===== config.mk =====
export PLATFORM = sky130hd
export DESIGN_NAME = dcti_top
export DESIGN_NICKNAME = d
export VERILOG_FILES = /design/src/shared/dcti_pkg.sv /design/src/verilog/dcti_top.sv
export SDC_FILE = /design/constraint.sdc
export NUM_CORES = 1
export LEC_CHECK = 0
export ABC_AREA = 1
export BUFFER_PORTS_ARGS = -buffer_cell sky130_fd_sc_hd__buf_2
export CORE_MARGIN = 2
export CORE_UTILIZATION = 40
export DETAILED_ROUTE_END_ITERATION = 10
export GPL_ROUTABILITY_DRIVEN = 1
export PLACE_DENSITY_LB_ADDON = 0.05
export SLEW_MARGIN = 20
export SYNTH_ARGS = -nofsm -noshare
export SYNTH_HDL_FRONTEND = slang
export SYNTH_SLANG_ARGS = --single-unit

===== constraint.sdc =====
create_clock -name clk_i -period 1.95 [get_ports clk_i]
set_input_delay 0.195 -clock clk_i [delete_from_list [all_inputs] [get_ports clk_i]]
set_output_delay 0.195 -clock clk_i [all_outputs]
set_load 0.03 [all_outputs]

===== src/shared/dcti_pkg.sv =====
package dcti_pkg;

  localparam int unsigned CLK_HZ = 40_000_000;
  // glitch filter: low pulses narrower than this are ignored
  localparam int unsigned PULSE_REJECT_US = 2000;
  localparam int unsigned PULSE_REJECT_CYC = (CLK_HZ / 1_000_000) * PULSE_REJECT_US;
  // discrepancy threshold, nominal detection time
  localparam int unsigned DISC_NOM_MS = 2300;
  localparam int unsigned DISC_MIN_MS = 1600;
  localparam int unsigned DISC_MAX_MS = 3000;
  localparam int unsigned DISC_CYC = (CLK_HZ / 1000) * DISC_NOM_MS;
  localparam int unsigned FILT_W = 17;
  localparam int unsigned DISC_W = 27;

  typedef enum logic [1:0] {
    DCTI_SAFE,
    DCTI_RUN,
    DCTI_DISAGREE,
    DCTI_LOCKED
  } dcti_state_t;

  typedef struct packed {
    logic run_permit;
    logic status_on;
    logic fault;
  } dcti_out_t;

endpackage


===== src/verilog/dcti_top.sv =====
`timescale 1ns/100ps
`default_nettype none

module dcti_top
  import dcti_pkg::*;
#(
  parameter int unsigned FILTER_CYCLES = PULSE_REJECT_CYC,
  parameter int unsigned DISC_CYCLES = DISC_CYC
) (
  input wire logic clk_i,
  input wire logic srst_i,
  input wire logic inhibit_channel_a_in_i,
  input wire logic inhibit_channel_b_in_i,
  output logic run_permit_o,
  output logic torque_inhibit_o,
  output logic inhibit_status_on_o,
  output logic fault_locked_o
);

  localparam logic [FILT_W-1:0] FILT_LAST = FILT_W'(FILTER_CYCLES - 1);
  localparam logic [DISC_W-1:0] DISC_LAST = DISC_W'(DISC_CYCLES);

  // channel input pair
  logic [1:0] raw;
  logic [1:0] sync1_q;
  logic [1:0] sync2_q;
  logic [1:0] filt_q;
  logic [DISC_W-1:0] disc_q;
  logic disc_hit_q;
  logic fault_q;
  logic torque_q;
  dcti_state_t state_q;
  dcti_state_t state_d;
  dcti_out_t out_d;
  dcti_out_t out_q;

  // channels at opposite levels
  function automatic logic chan_disagree(input logic [1:0] lv);
    chan_disagree = lv[0] ^ lv[1];
  endfunction

  // both channels at the given level
  function automatic logic both_level(input logic [1:0] lv, input logic v);
    both_level = (lv[0] == v) && (lv[1] == v);
  endfunction

  // outputs for each state
  function automatic dcti_out_t state_outputs(input dcti_state_t st);
    dcti_out_t o;
    o = '0;
    case (st)
      DCTI_RUN: begin
        o.run_permit = 1'b1;
      end
      DCTI_SAFE: begin
        o.status_on = 1'b1;
      end
      DCTI_DISAGREE: begin
        o.status_on = 1'b0;
      end
      DCTI_LOCKED: begin
        o.fault = 1'b1;
      end
      default: begin
        o = '0;
      end
    endcase
    return o;
  endfunction

  assign raw = {inhibit_channel_b_in_i, inhibit_channel_a_in_i};

  // two-stage synchroniser per channel
  genvar g;
  generate
    for (g = 0; g < 2; g++) begin : g_sync
      always_ff @(posedge clk_i) begin
        if (srst_i) begin
          sync1_q[g] <= 1'b0;
          sync2_q[g] <= 1'b0;
        end else begin
          sync1_q[g] <= raw[g];
          sync2_q[g] <= sync1_q[g];
        end
      end
    end
  endgenerate

  // low-going glitch filter per channel
  generate
    for (g = 0; g < 2; g++) begin : g_filt
      logic [FILT_W-1:0] low_cnt_q;
      logic low_done;

      // low run long enough to count
      assign low_done = (low_cnt_q >= FILT_LAST);

      // length of the current low run
      always_ff @(posedge clk_i) begin
        if (srst_i) begin
          low_cnt_q <= '0;
        end else if (sync2_q[g]) begin
          low_cnt_q <= '0;
        end else if (!low_done) begin
          low_cnt_q <= low_cnt_q + FILT_W'(1);
        end
      end

      // filtered level, rises pass at once
      always_ff @(posedge clk_i) begin
        if (srst_i) begin
          filt_q[g] <= 1'b0;
        end else if (sync2_q[g]) begin
          filt_q[g] <= 1'b1;
        end else if (low_done) begin
          filt_q[g] <= 1'b0;
        end
      end
    end
  endgenerate

  // discrepancy timer
  always_ff @(posedge clk_i) begin
    if (srst_i) begin
      disc_q <= '0;
    end else if (!chan_disagree(filt_q)) begin
      disc_q <= '0;
    end else if (disc_q < DISC_LAST) begin
      disc_q <= disc_q + DISC_W'(1);
    end
  end

  // registered threshold compare
  always_ff @(posedge clk_i) begin
    if (srst_i) begin
      disc_hit_q <= 1'b0;
    end else begin
      disc_hit_q <= (disc_q >= DISC_LAST);
    end
  end

  // fault latch, cleared only by the synchronous reset srst_i
  always_ff @(posedge clk_i) begin
    if (srst_i) begin
      fault_q <= 1'b0;
    end else if (disc_hit_q) begin
      fault_q <= 1'b1;
    end
  end

  // state from filtered levels
  always_comb begin
    state_d = DCTI_SAFE;
    if (fault_q) begin
      state_d = DCTI_LOCKED;
    end else if (both_level(filt_q, 1'b1)) begin
      state_d = DCTI_RUN;
    end else if (both_level(filt_q, 1'b0)) begin
      state_d = DCTI_SAFE;
    end else begin
      state_d = DCTI_DISAGREE;
    end
  end

  // state register
  always_ff @(posedge clk_i) begin
    if (srst_i) begin
      state_q <= DCTI_SAFE;
    end else begin
      state_q <= state_d;
    end
  end

  // decoded outputs
  always_comb begin
    out_d = state_outputs(state_q);
  end

  // registered outputs
  always_ff @(posedge clk_i) begin
    if (srst_i) begin
      out_q <= '0;
    end else begin
      out_q <= out_d;
    end
  end

  // inhibit pin has a flop of its own
  always_ff @(posedge clk_i) begin
    if (srst_i) begin
      torque_q <= 1'b1;
    end else begin
      torque_q <= ~out_d.run_permit;
    end
  end

  // pins
  assign run_permit_o = out_q.run_permit;
  assign torque_inhibit_o = torque_q;
  assign inhibit_status_on_o = out_q.status_on;
  assign fault_locked_o = out_q.fault;

endmodule

`default_nettype wire


==> results.py, run 1 <==
metrics = {
    "status": {
        "status": "finished, final reports clean",
    },
    "logic_synthesis": {
        "syn-num-nets": 715,
        "avgSynthCellArea_sq_um": 6.61,
        "synthesis.area_sq_um": 4670,
        "yosysSeqAreaShare": 0.322,
        "ys_ff_latch": 75,
        "yosys_warnings": 0,
        "syn_inst": 706,
        "ys_types": 34,
    },
    "placement": {
        "hpwl_um": 8120,
        "io_buffer_count": 7,
        "dp_cells": 856,
        "gp_routability_congestion": 0.885,
    },
    "global_route": {
        "antenna_found_initial": 0,
        "grt_max_degree": 28,
        "grt_pass1_vias": 3984,
        "track_usage": 0.187,
        "grt_first_pass_wirelength_um": 19100,
        "grt_remaining_overflow": 0,
    },
    "sta": {
        "slew_headroom": 0.574,
        "finalWorstPathRequiredPeriod_ns": 1.78,
        "fin_crit_sh": 0.913,
        "rsz0062_at_grt": "false",
        "drv_slew": 0,
        "hold_violations": 0,
        "clock_skew_ns": 0.00302,
        "max_freq_mhz": 562,
        "tns_ns": 0,
        "finalSetupViolCount": 0,
        "worst_pin_slew_ns": 0.635,
    },
    "setup_path": {
        "rrSetupSlack_ns": 0.17,
        "reg2reg_from": "g_filt[0].low_cnt_q[0]",
        "worstPathCellList": "ha_2, nand3_2, nor2_4, nand3_2, nand3_4, nand2_1, a21oi_1",
        "worst_ep_arrival_time_ns": 2.03,
        "cp_slowest_cell": "dfxtp_1",
        "critPathCapture": "g_filt[0].low_cnt_q[2]",
        "rr_endpoint": "g_filt[0].low_cnt_q[2]",
        "cp_max_fo": 15,
        "end_kind": "flop",
        "critPathMaxStageDelay_ns": 0.45,
        "cp-startpoint": "g_filt[0].low_cnt_q[0]",
        "crit_type": "flop to flop",
        "crit_path_frequent_cell": "nand3_2",
        "cp-start-kind": "flop",
        "worst_r2r_path_depth": 7,
        "critPathRequiredTime_ns": 2.20,
    },
    "drt": {
        "drtIter0Drc": 214,
        "wl_per_cell_um": 12.9,
        "dr.pass1.iters": 4,
        "vias_per_cell": 4.98,
        "wl_um": 11300,
        "final_antenna_net_count": 0,
        "drcViolationCount": 0,
        "via_count": 4339,
    },
    "final_layout": {
        "drive_above_1_share": 0.154,
        "final_net_count": 734,
        "utilization": 0.463,
        "final_cells": 872,
        "final_cell_mix": "229 x nand2_1, 99 x nor2_1, 75 x dfxtp_1",
        "antenna_cells": 0,
        "syn_to_final_growth_pct": 13.2,
        "final_common_cell": "nand2_1",
    },
    "cts": {
        "cts_root_buffer": "clkbuf_16",
        "cts_buffers": 9,
        "insertion_delay_ns": 0.34,
        "path_clk_slew_ns": 0.06,
        "cts.sinks": 75,
        "cts_tree": "built",
        "hold_buffers": 0,
        "cts_buffer_depth": 2,
        "htree_levels": 3,
    },
    "floorplan": {
        "die-area_sq_um": 12500,
        "rows": 39,
        "ios": 8,
        "start_util": 0.409,
        "die_y_um": 112,
        "core-area_sq_um": 11400,
        "die_x_um": 112,
    },
    "power": {
        "ir_worst_vdd_uv": 480,
        "pwr-share-seq": 0.422,
        "cell_internal_pwr_mw": 2.99,
        "sw_frac_of_total": 0.199,
        "power_frac_comb": 0.025,
        "power_density_nw_per_um2": 706,
        "power.switching_mw": 0.741,
        "leakage_nw": 1.88,
        "clock_power_share": 0.553,
    },
    "min_path": {
        "hold_class": "input port to flop",
    },
    "run": {
        "cap_violations": 0,
    },
}
-- synth_stat cells --
cell type  count  area (sq um)
nand4_1       22           138
nor2_1       100           375
inv_1         47           176
nand2_4        1          11.3
buf_8          1          15.0
and2b_4        1          10.0
nand2_2       14          87.6
o21ai_0        3          15.0
nor2_8         1          20.0
nand2_1      229           860
buf_2          3          15.0
nand3b_1       9          67.6
a31oi_1        1          6.26
buf_4          2          15.0
nor4_1         1          6.26
or2_1          1          6.26
a21oi_2       21           184
nand3_1       51           255
nand3_4        3          52.6
dfxtp_1       75          1500
nor2_4         7          78.8
ha_1           5          62.6
clkinv_1       3          11.3
inv_2          9          33.8
xor2_1        22           193
nand4_4        1          21.3
nand3_2        5          50.1
xnor2_1        6          52.6
nor2_2         6          37.5
nor3_1         3          15.0
buf_6          5          56.3
a21oi_1       42           210
o21ai_2        1          8.76
clkbuf_1       5          18.8
-- worst max-delay path: cells and delay by family (launching register included) --
family,cells,cell delay [ns]
adder cells (fa/ha/maj),1,0.28
AND/OR/NAND/NOR,5,0.83
AO/OA/AOI/OAI,1,0.13
flip-flops,1,0.45
-- layer usage --
layer  vias to the layer above  part of all wire  GRT usage
met1                      1959              0.48      0.239
met4                         0             0.017     0.0740
met3                        14             0.028     0.0281
met5                         -                 0          0
met2                        56              0.47      0.320
li1                       2310                 -          -
-- how the worst min path moves through the flow --
stage                                 from                   to  slack, ns  cells after the start
finish              inhibit_channel_b_in_i           sync1_q[1]       0.08                      3
global route        inhibit_channel_b_in_i           sync1_q[1]       0.09                      3
CTS                 inhibit_channel_b_in_i           sync1_q[1]       0.08                      3
detailed placement              sync1_q[0]           sync2_q[0]       0.40                      2
global placement                sync1_q[0]           sync2_q[0]       0.39                      2
floorplan                           srst_i  inhibit_status_on_o       0.27                      1
-- sequential cells by signal, summed over array words and instances, names as in the netlist --
| register | flops |
|---|---|
| disc_q | 27 |
| sync2_q | 2 |
| fault_q | 1 |
| disc_hit_q | 1 |
| run_permit_o | 1 |
| fault_locked_o | 1 |
| torque_inhibit_o | 1 |
| g_filt.low_cnt_q | 34 |
| state_q | 2 |
| filt_q | 2 |
| sync1_q | 2 |
| inhibit_status_on_o | 1 |
-- layout make-up --
cell class	instances	area (sq um)
timing repair buffer	24	175
fill	1176	6130
multi-input combinational	556	2840
sequential	75	1500
clock buffer	10	239
tap	143	179
clock inverter	5	125
inverter	59	225
-- power by group through the flow --
stage / sequential (mW) / combinational (mW) / clock [mW]
2_1_floorplan: 1.61 / 0.0616 / 0
3_3_place_gp: 1.61 / 0.0912 / 0
3_5_place_dp: 1.61 / 0.0932 / 0
4_1_cts: 1.57 / 0.0935 / 2.11
5_1_grt: 1.58 / 0.106 / 2.17
6_report: 1.57 / 0.0930 / 2.06
-- stage by stage --
step | hold slack [ns] | instance area [sq um] | worst slack (ns) | total power [mW]
finish | 0.0760 | 5280 | 0.170 | 3.73
global route | 0.0872 | 5280 | 0.0318 | 3.85
CTS | 0.0770 | 5250 | 0.0258 | 3.77
detailed placement | 0.399 | 4880 | 0.0521 | 1.70
global placement | 0.389 | 4880 | 0.0881 | 1.70
floorplan | 0.266 | 4670 | 0.389 | 1.67
-- logic make-up (layout without fill, tap and decap cells) --
group | after synthesis | count (layout) | synth area share
AOI/OAI and AO/OA | 68 | 68 | 0.0909
adders and majority gates | 5 | 5 | 0.0134
buffers and inverters | 75 | 98 | 0.0732
DFF | 75 | 75 | 0.322
xor gates and xnor gates | 28 | 28 | 0.0525
and+or+nand+nor | 455 | 455 | 0.448
-- repair_timing --
action                     in CTS  in global routing
setup endpoints to repair       0                 51
setup buffers                   0                  1
gates resized for setup         0                  5
Note: power is estimated with default switching activity, not from simulation.
==> run 2, diff against run 1 <==
--- a/config.mk
+++ b/config.mk
@@ -5,7 +5,6 @@
 export SDC_FILE = /design/constraint.sdc
 export NUM_CORES = 1
 export LEC_CHECK = 0
-export ABC_AREA = 1
 export BUFFER_PORTS_ARGS = -buffer_cell sky130_fd_sc_hd__buf_2
 export CORE_MARGIN = 2
 export CORE_UTILIZATION = 40
==> run 2 against run 1 <==
Against the previous run:
- the run now ends with setup timing left
- count of clock-buffer cells in the layout fell by 1
- clock skew rose by 0.0066 ns
- synthesized area fell by 28%
- critical endpoint is now g_filt[1].low_cnt_q[7]
- largest cell class unchanged
- largest power group is now sequential cells
==> results.py, run 2 <==
metrics = {
    "sta": {
        "rsz0062_at_grt": "true",
        "finalSetupViolCount": 2,
        "slew_headroom": 0.689,
        "finalWorstPathRequiredPeriod_ns": 2.02,
        "clock_skew_ns": 0.00963,
        "hold_violations": 0,
        "drv_slew": 0,
        "max_freq_mhz": 495,
        "worst_pin_slew_ns": 0.461,
        "fin_crit_sh": 1.04,
        "fin_ws_ns": -0.0710,
        "tns_ns": -0.122,
    },
    "run": {
        "cap_violations": 0,
    },
    "final_layout": {
        "drive_above_1_share": 0.220,
        "final_common_cell": "dfxtp_1",
        "syn_to_final_growth_pct": 23.4,
        "final_net_count": 450,
        "largest_register": "g_filt.low_cnt_q",
        "largest_register_ffs": 34,
        "reg_top3": "g_filt.low_cnt_q: 34 flops, disc_q: 27 flops",
        "antenna_cells": 0,
        "utilization": 0.507,
        "stdcell_area_sq_um": 4170,
        "final_cell_mix": "73 x dfxtp_1, 51 x nor2_1, 41 x buf_4",
    },
    "cts": {
        "insertion_delay_ns": 0.34,
        "cts_tree": "built",
        "cts_buffers": 9,
        "cts_buffer_depth": 2,
        "path_clk_slew_ns": 0.08,
        "cts.sinks": 75,
        "hold_buffers": 0,
        "htree_levels": 3,
        "cts_root_buffer": "clkbuf_8",
    },
    "placement": {
        "postPlaceCellArea_sq_um": 3800,
        "dpl_worst_slack_ns": -0.0820,
        "gp_routability_congestion": 0.809,
        "io_buffer_count": 7,
        "hpwl_um": 5110,
    },
    "setup_path": {
        "crit_type": "flop to flop",
        "critPathMaxStageDelay_ns": 0.53,
        "end_kind": "flop",
        "crit_path_frequent_cell": "or4_4",
        "cp-start-kind": "flop",
        "path_delay_family": "simple AND/OR/NAND/NOR gates",
        "cp_num_buf_inv": 0,
        "cp_slowest_cell": "or4_4",
        "cp_max_fo": 8,
        "worst_ep_arrival_time_ns": 2.30,
        "worstPathCellList": "or4_4, a211o_1, o21a_4, or4_4, a21oi_2",
        "critPathRequiredTime_ns": 2.23,
    },
    "logic_synthesis": {
        "synth_top_area_share": 0.444,
        "synth_top_cell_by_area": "dfxtp_1",
        "ys_ff_latch": 75,
        "yosysMostFrequentCell": "dfxtp_1",
        "yosys_warnings": 0,
        "async_flop_share": 0,
        "synth_ff_type": "dfxtp_1",
        "synthesis.area_sq_um": 3380,
        "syn-num-nets": 402,
        "synth_top_cells_by_count": "75 x dfxtp_1, 51 x nor2_1, 33 x nand2_1",
        "synth_edf_count": 0,
        "avgSynthCellArea_sq_um": 8.60,
        "yosysSeqAreaShare": 0.444,
        "syn_inst": 393,
        "ys_types": 48,
        "ys_top_cells_by_area": "dfxtp_1 44%, nor2_1 5.7%, xnor2_1 4.4%",
    },
    "power": {
        "pwr-share-seq": 0.527,
        "clock_power_share": 0.438,
        "power.switching_mw": 0.664,
        "sw_frac_of_total": 0.223,
        "power_density_nw_per_um2": 713,
        "ir_worst_vdd_uv": 338,
        "p_total_mw": 2.97,
        "power_frac_comb": 0.034,
        "leakage_nw": 1.49,
        "cell_internal_pwr_mw": 2.31,
    },
    "global_route": {
        "grt_remaining_overflow": 0,
        "grt_first_pass_wirelength_um": 12300,
        "antenna_found_initial": 0,
        "track_usage": 0.169,
        "grt_pass1_vias": 2792,
        "grt_max_degree": 20,
    },
    "floorplan": {
        "die_x_um": 95.9,
        "ios": 8,
        "rows": 33,
        "die_y_um": 95.9,
        "die-area_sq_um": 9200,
        "core-area_sq_um": 8220,
        "start_util": 0.411,
    },
    "drt": {
        "dr.pass1.iters": 4,
        "via_count": 2948,
        "drcViolationCount": 0,
        "drtIter0Drc": 73,
        "final_antenna_net_count": 0,
        "vias_per_cell": 5.35,
        "wl_per_cell_um": 13.5,
        "wl_um": 7420,
    },
    "status": {
        "status": "finished with violations",
        "violations": "setup timing",
    },
    "min_path": {
        "hold_class": "input port to flop",
    },
}
[run 2: cell count changes after synthesis, sizes merged, moves of 13 or more]
cell   before  now
a21oi      63   28
inv        56    6
nand2     244   33
nand3      59   19
nor2      114   52
or3         0   13
[run 2: stage by stage]
stage	hold slack (ns)	cells
floorplan	0.323	393
global placement	0.416	531
detailed placement	0.425	531
CTS	0.0818	548
global route	0.0747	551
finish	0.0889	551
[run 2: path summary, 6_finish.rpt]
path                          startpoint                     end  slack (ns)  depth (start not counted)
hold / removal    inhibit_channel_a_in_i              sync1_q[0]        0.09                          2
setup reg to reg  g_filt[1].low_cnt_q[8]  g_filt[1].low_cnt_q[7]       -0.07                          5
setup / recovery  g_filt[1].low_cnt_q[8]  g_filt[1].low_cnt_q[7]       -0.07                          5
hold reg to reg               sync1_q[1]              sync2_q[1]        0.43                          1
[run 2: worst reg2reg max path: stages (launching register included)]
cell and delay [ns]:
dfxtp_2 0.32, or4_4 0.53, a211o_1 0.34, o21a_4 0.23, or4_4 0.42, a21oi_2 0.12
[run 2: routing by layer]
layer / global-route usage / part of all wire / vias up
met4: 0.0476 / 0.012 / 0
met2: 0.302 / 0.49 / 27
met3: 0.0493 / 0.023 / 9
li1: - / - / 1518
met1: 0.197 / 0.48 / 1394
met5: 0 / 0 / -
[run 2: cell type report]
type | instances | area, sq um
inverter | 6 | 22.5
clock inverter | 7 | 92.6
sequential | 75 | 1500
timing repair buffer | 50 | 374
fill | 811 | 4050
clock buffer | 9 | 124
multi-input combinational | 299 | 1920
tap | 105 | 131
[run 2: power by group through the flow]
stage | clock network, mW | logic (mW) | registers (mW)
after floorplan | 0 | 0.0652 | 1.60
after detailed placement | 0 | 0.102 | 1.60
after global routing | 1.40 | 0.115 | 1.57
after CTS | 1.35 | 0.102 | 1.57
after global placement | 0 | 0.0997 | 1.60
final | 1.30 | 0.102 | 1.57
[run 2: cell families (layout without fill, tap and decap cells)]
| logic type | count (synthesis) | count (layout) | synth area share |
|---|---|---|---|
| compound gates | 83 | 83 | 0.162 |
| fa+ha+maj | 5 | 5 | 0.0185 |
| mux | 2 | 2 | 0.00593 |
| xor+xnor | 29 | 29 | 0.0752 |
| flops | 75 | 75 | 0.444 |
| buf+inv | 19 | 72 | 0.0215 |
| simple gates | 180 | 180 | 0.273 |
[run 2: what timing repair did]
action                     in CTS  in global routing
setup endpoints to repair       6                 29
resized for setup               3                 22
setup buffers                   1                  4
pin swaps                       0                 12
==> run 3, diff against run 2 <==
--- a/config.mk
+++ b/config.mk
@@ -6,11 +6,13 @@
 export NUM_CORES = 1
 export LEC_CHECK = 0
 export BUFFER_PORTS_ARGS = -buffer_cell sky130_fd_sc_hd__buf_2
+export CAP_MARGIN = 10
 export CORE_MARGIN = 2
 export CORE_UTILIZATION = 40
 export DETAILED_ROUTE_END_ITERATION = 10
 export GPL_ROUTABILITY_DRIVEN = 1
 export PLACE_DENSITY_LB_ADDON = 0.05
+export SETUP_SLACK_MARGIN = 0.4
 export SLEW_MARGIN = 20
 export SYNTH_ARGS = -nofsm -noshare
 export SYNTH_HDL_FRONTEND = slang
==> run 3 against run 2 <==
Against the previous run:
- first-iteration DRC count up 48%
- clock skew fell by 0.00088 ns
- global-route usage is 1.9 points higher
- count of clock-buffer cells in the layout rose by 3
- critical path depth unchanged
- highest routed layer unchanged
- die area unchanged
- via count rose by 5.8%
- routed wire length up 14%
- register-to-register slack better by 0.04 ns
- the run still ends with setup timing left
==> results.py, run 3 (synthesized netlist as in run 2, its figures left out) <==
metrics = {
    "status": {
        "status": "finished with violations",
        "violations": "setup timing",
    },
    "global_route": {
        "grt_first_pass_wirelength_um": 13500,
        "grt_remaining_overflow": 0,
        "grt_max_degree": 18,
        "antenna_found_initial": 0,
        "track_usage": 0.189,
        "grt_pass1_vias": 2910,
    },
    "setup_path": {
        "critPathCapture": "g_filt[1].low_cnt_q[7]",
        "crit_path_frequent_cell": "or4_4",
        "crit_type": "flop to flop",
        "worst_ep_arrival_time_ns": 2.26,
        "cp-startpoint": "g_filt[1].low_cnt_q[9]",
        "reg2reg_from": "g_filt[1].low_cnt_q[9]",
        "cp_num_buf_inv": 0,
        "worst_r2r_path_depth": 5,
        "cp-start-kind": "flop",
        "cp_slowest_cell": "or4_4",
        "path_depth": 5,
        "rrSetupSlack_ns": -0.03,
        "rr_endpoint": "g_filt[1].low_cnt_q[7]",
        "cp_max_fo": 8,
        "end_kind": "flop",
        "critPathMaxStageDelay_ns": 0.53,
        "path_delay_family": "simple AND/OR/NAND/NOR gates",
        "worstPathCellList": "or4_4, a211o_1, o21a_4, or4_4, a21oi_2",
        "critPathRequiredTime_ns": 2.24,
    },
    "cts": {
        "cts_buffer_depth": 2,
        "cts_root_buffer": "clkbuf_8",
        "insertion_delay_ns": 0.35,
        "path_clk_slew_ns": 0.08,
        "cts_tree": "built",
        "htree_levels": 3,
        "hold_buffers": 0,
        "cts_buffers": 9,
        "cts.sinks": 75,
    },
    "drt": {
        "final_antenna_net_count": 0,
        "drcViolationCount": 0,
        "vias_per_cell": 5.44,
        "via_count": 3119,
        "drtIter0Drc": 108,
        "wl_um": 8480,
        "wl_per_cell_um": 14.8,
        "dr.pass1.iters": 4,
    },
    "sta": {
        "worst_pin_slew_ns": 0.524,
        "rsz0062_at_grt": "true",
        "drv_slew": 0,
        "clock_skew_ns": 0.00875,
        "slew_headroom": 0.650,
        "hold_violations": 0,
        "finalSetupViolCount": 2,
        "finalWorstPathRequiredPeriod_ns": 1.98,
        "fin_crit_sh": 1.01,
        "max_freq_mhz": 506,
        "fin_ws_ns": -0.0260,
        "holdWs_ns": 0.0685,
    },
    "final_layout": {
        "reg_top3": "g_filt.low_cnt_q: 34 flops, disc_q: 27 flops",
        "n_fill_cell": 683,
        "final_cell_mix": "50 x nor2_1, 44 x dfxtp_1, 42 x buf_4",
        "drive_above_1_share": 0.442,
        "multi_input_area_sq_um": 2390,
        "largest_register": "g_filt.low_cnt_q",
        "largest_register_ffs": 34,
        "regArea_sq_um": 1560,
        "syn_to_final_growth_pct": 48.7,
        "final_net_count": 472,
        "antenna_cells": 0,
        "final_common_cell": "nor2_1",
    },
    "power": {
        "power_density_nw_per_um2": 643,
        "ir_worst_vdd_uv": 306,
        "leakage_nw": 1.76,
        "p_total_mw": 3.23,
    },
    "floorplan": {
        "rows": 33,
        "ios": 8,
        "die-area_sq_um": 9200,
        "die_x_um": 95.9,
        "die_y_um": 95.9,
        "core-area_sq_um": 8220,
        "start_util": 0.411,
    },
    "placement": {
        "hpwl_um": 4770,
        "gp_routability_congestion": 0.785,
        "dpl_worst_slack_ns": -0.0954,
        "io_buffer_count": 7,
    },
    "run": {
        "cap_violations": 0,
    },
    "min_path": {
        "hold_class": "input port to flop",
    },
}
==> run 3: cell types whose count changed in the layout (fill, tap and decap cells not counted), sizes merged <==
cell	delta
buf	+21
bufinv	+1
clkbuf	+4
clkinv	-4
==> run 3: routing by layer <==
metal	track usage	vias up	routed length, um
met5	0	-	0
met3	0.0540	10	267
li1	-	1556	-
met1	0.245	1505	4090
met2	0.306	48	4010
met4	0.0536	0	110
==> run 3: how the worst min path moves through the flow <==
stage                                 startpoint    endpoint  depth (start not counted)
after floorplan           inhibit_channel_a_in_i  sync1_q[0]                          1
after detailed placement              sync1_q[1]  sync2_q[1]                          1
after CTS                 inhibit_channel_b_in_i  sync1_q[1]                          2
final                     inhibit_channel_a_in_i  sync1_q[0]                          2
after global routing      inhibit_channel_a_in_i  sync1_q[0]                          2
after global placement                sync1_q[0]  sync2_q[0]                          1
==> run 3: worst register-to-register path: stages, from the launching register on <==
cell and delay (ns):
dfxtp_2 0.32, or4_4 0.53, a211o_1 0.29, o21a_4 0.23
or4_4 0.42, a21oi_2 0.12
==> run 3: what timing repair did <==
item                       in CTS  in global routing
pin swaps                      60                 37
cloned                          2                  1
setup endpoints to repair      63                 62
resized for setup              86                 49
setup buffers                  33                  9
==> run 3: layout make-up <==
class,count,share of cell area
clock buffer,12,0.0329
clock inverter,4,0.0189
inverter,6,0.00448
multi-input combinational,299,0.476
sequential,75,0.311
tap,105,0.0262
timing repair buffer,72,0.131
==> run 3: metrics by stage <==
step | setup TNS, ns | instances | instance area (sq um) | utilization
2_1_floorplan | 0 | 393 | 3600 | -
3_3_place_gp | -0.116 | 512 | 3830 | 0.466
3_5_place_dp | -0.195 | 512 | 3830 | 0.466
4_1_cts | -0.0290 | 563 | 4750 | 0.578
5_1_grt | -0.144 | 573 | 5020 | 0.611
6_report | -0.0422 | 573 | 5020 | 0.611
==> run 3: report_power, final <==
group	switching [mW]	internal, mW	total, mW
registers	0.0244	1.54	1.57
clock network	0.595	0.954	1.55
logic	0.0673	0.0437	0.111
total	0.687	2.54	3.23
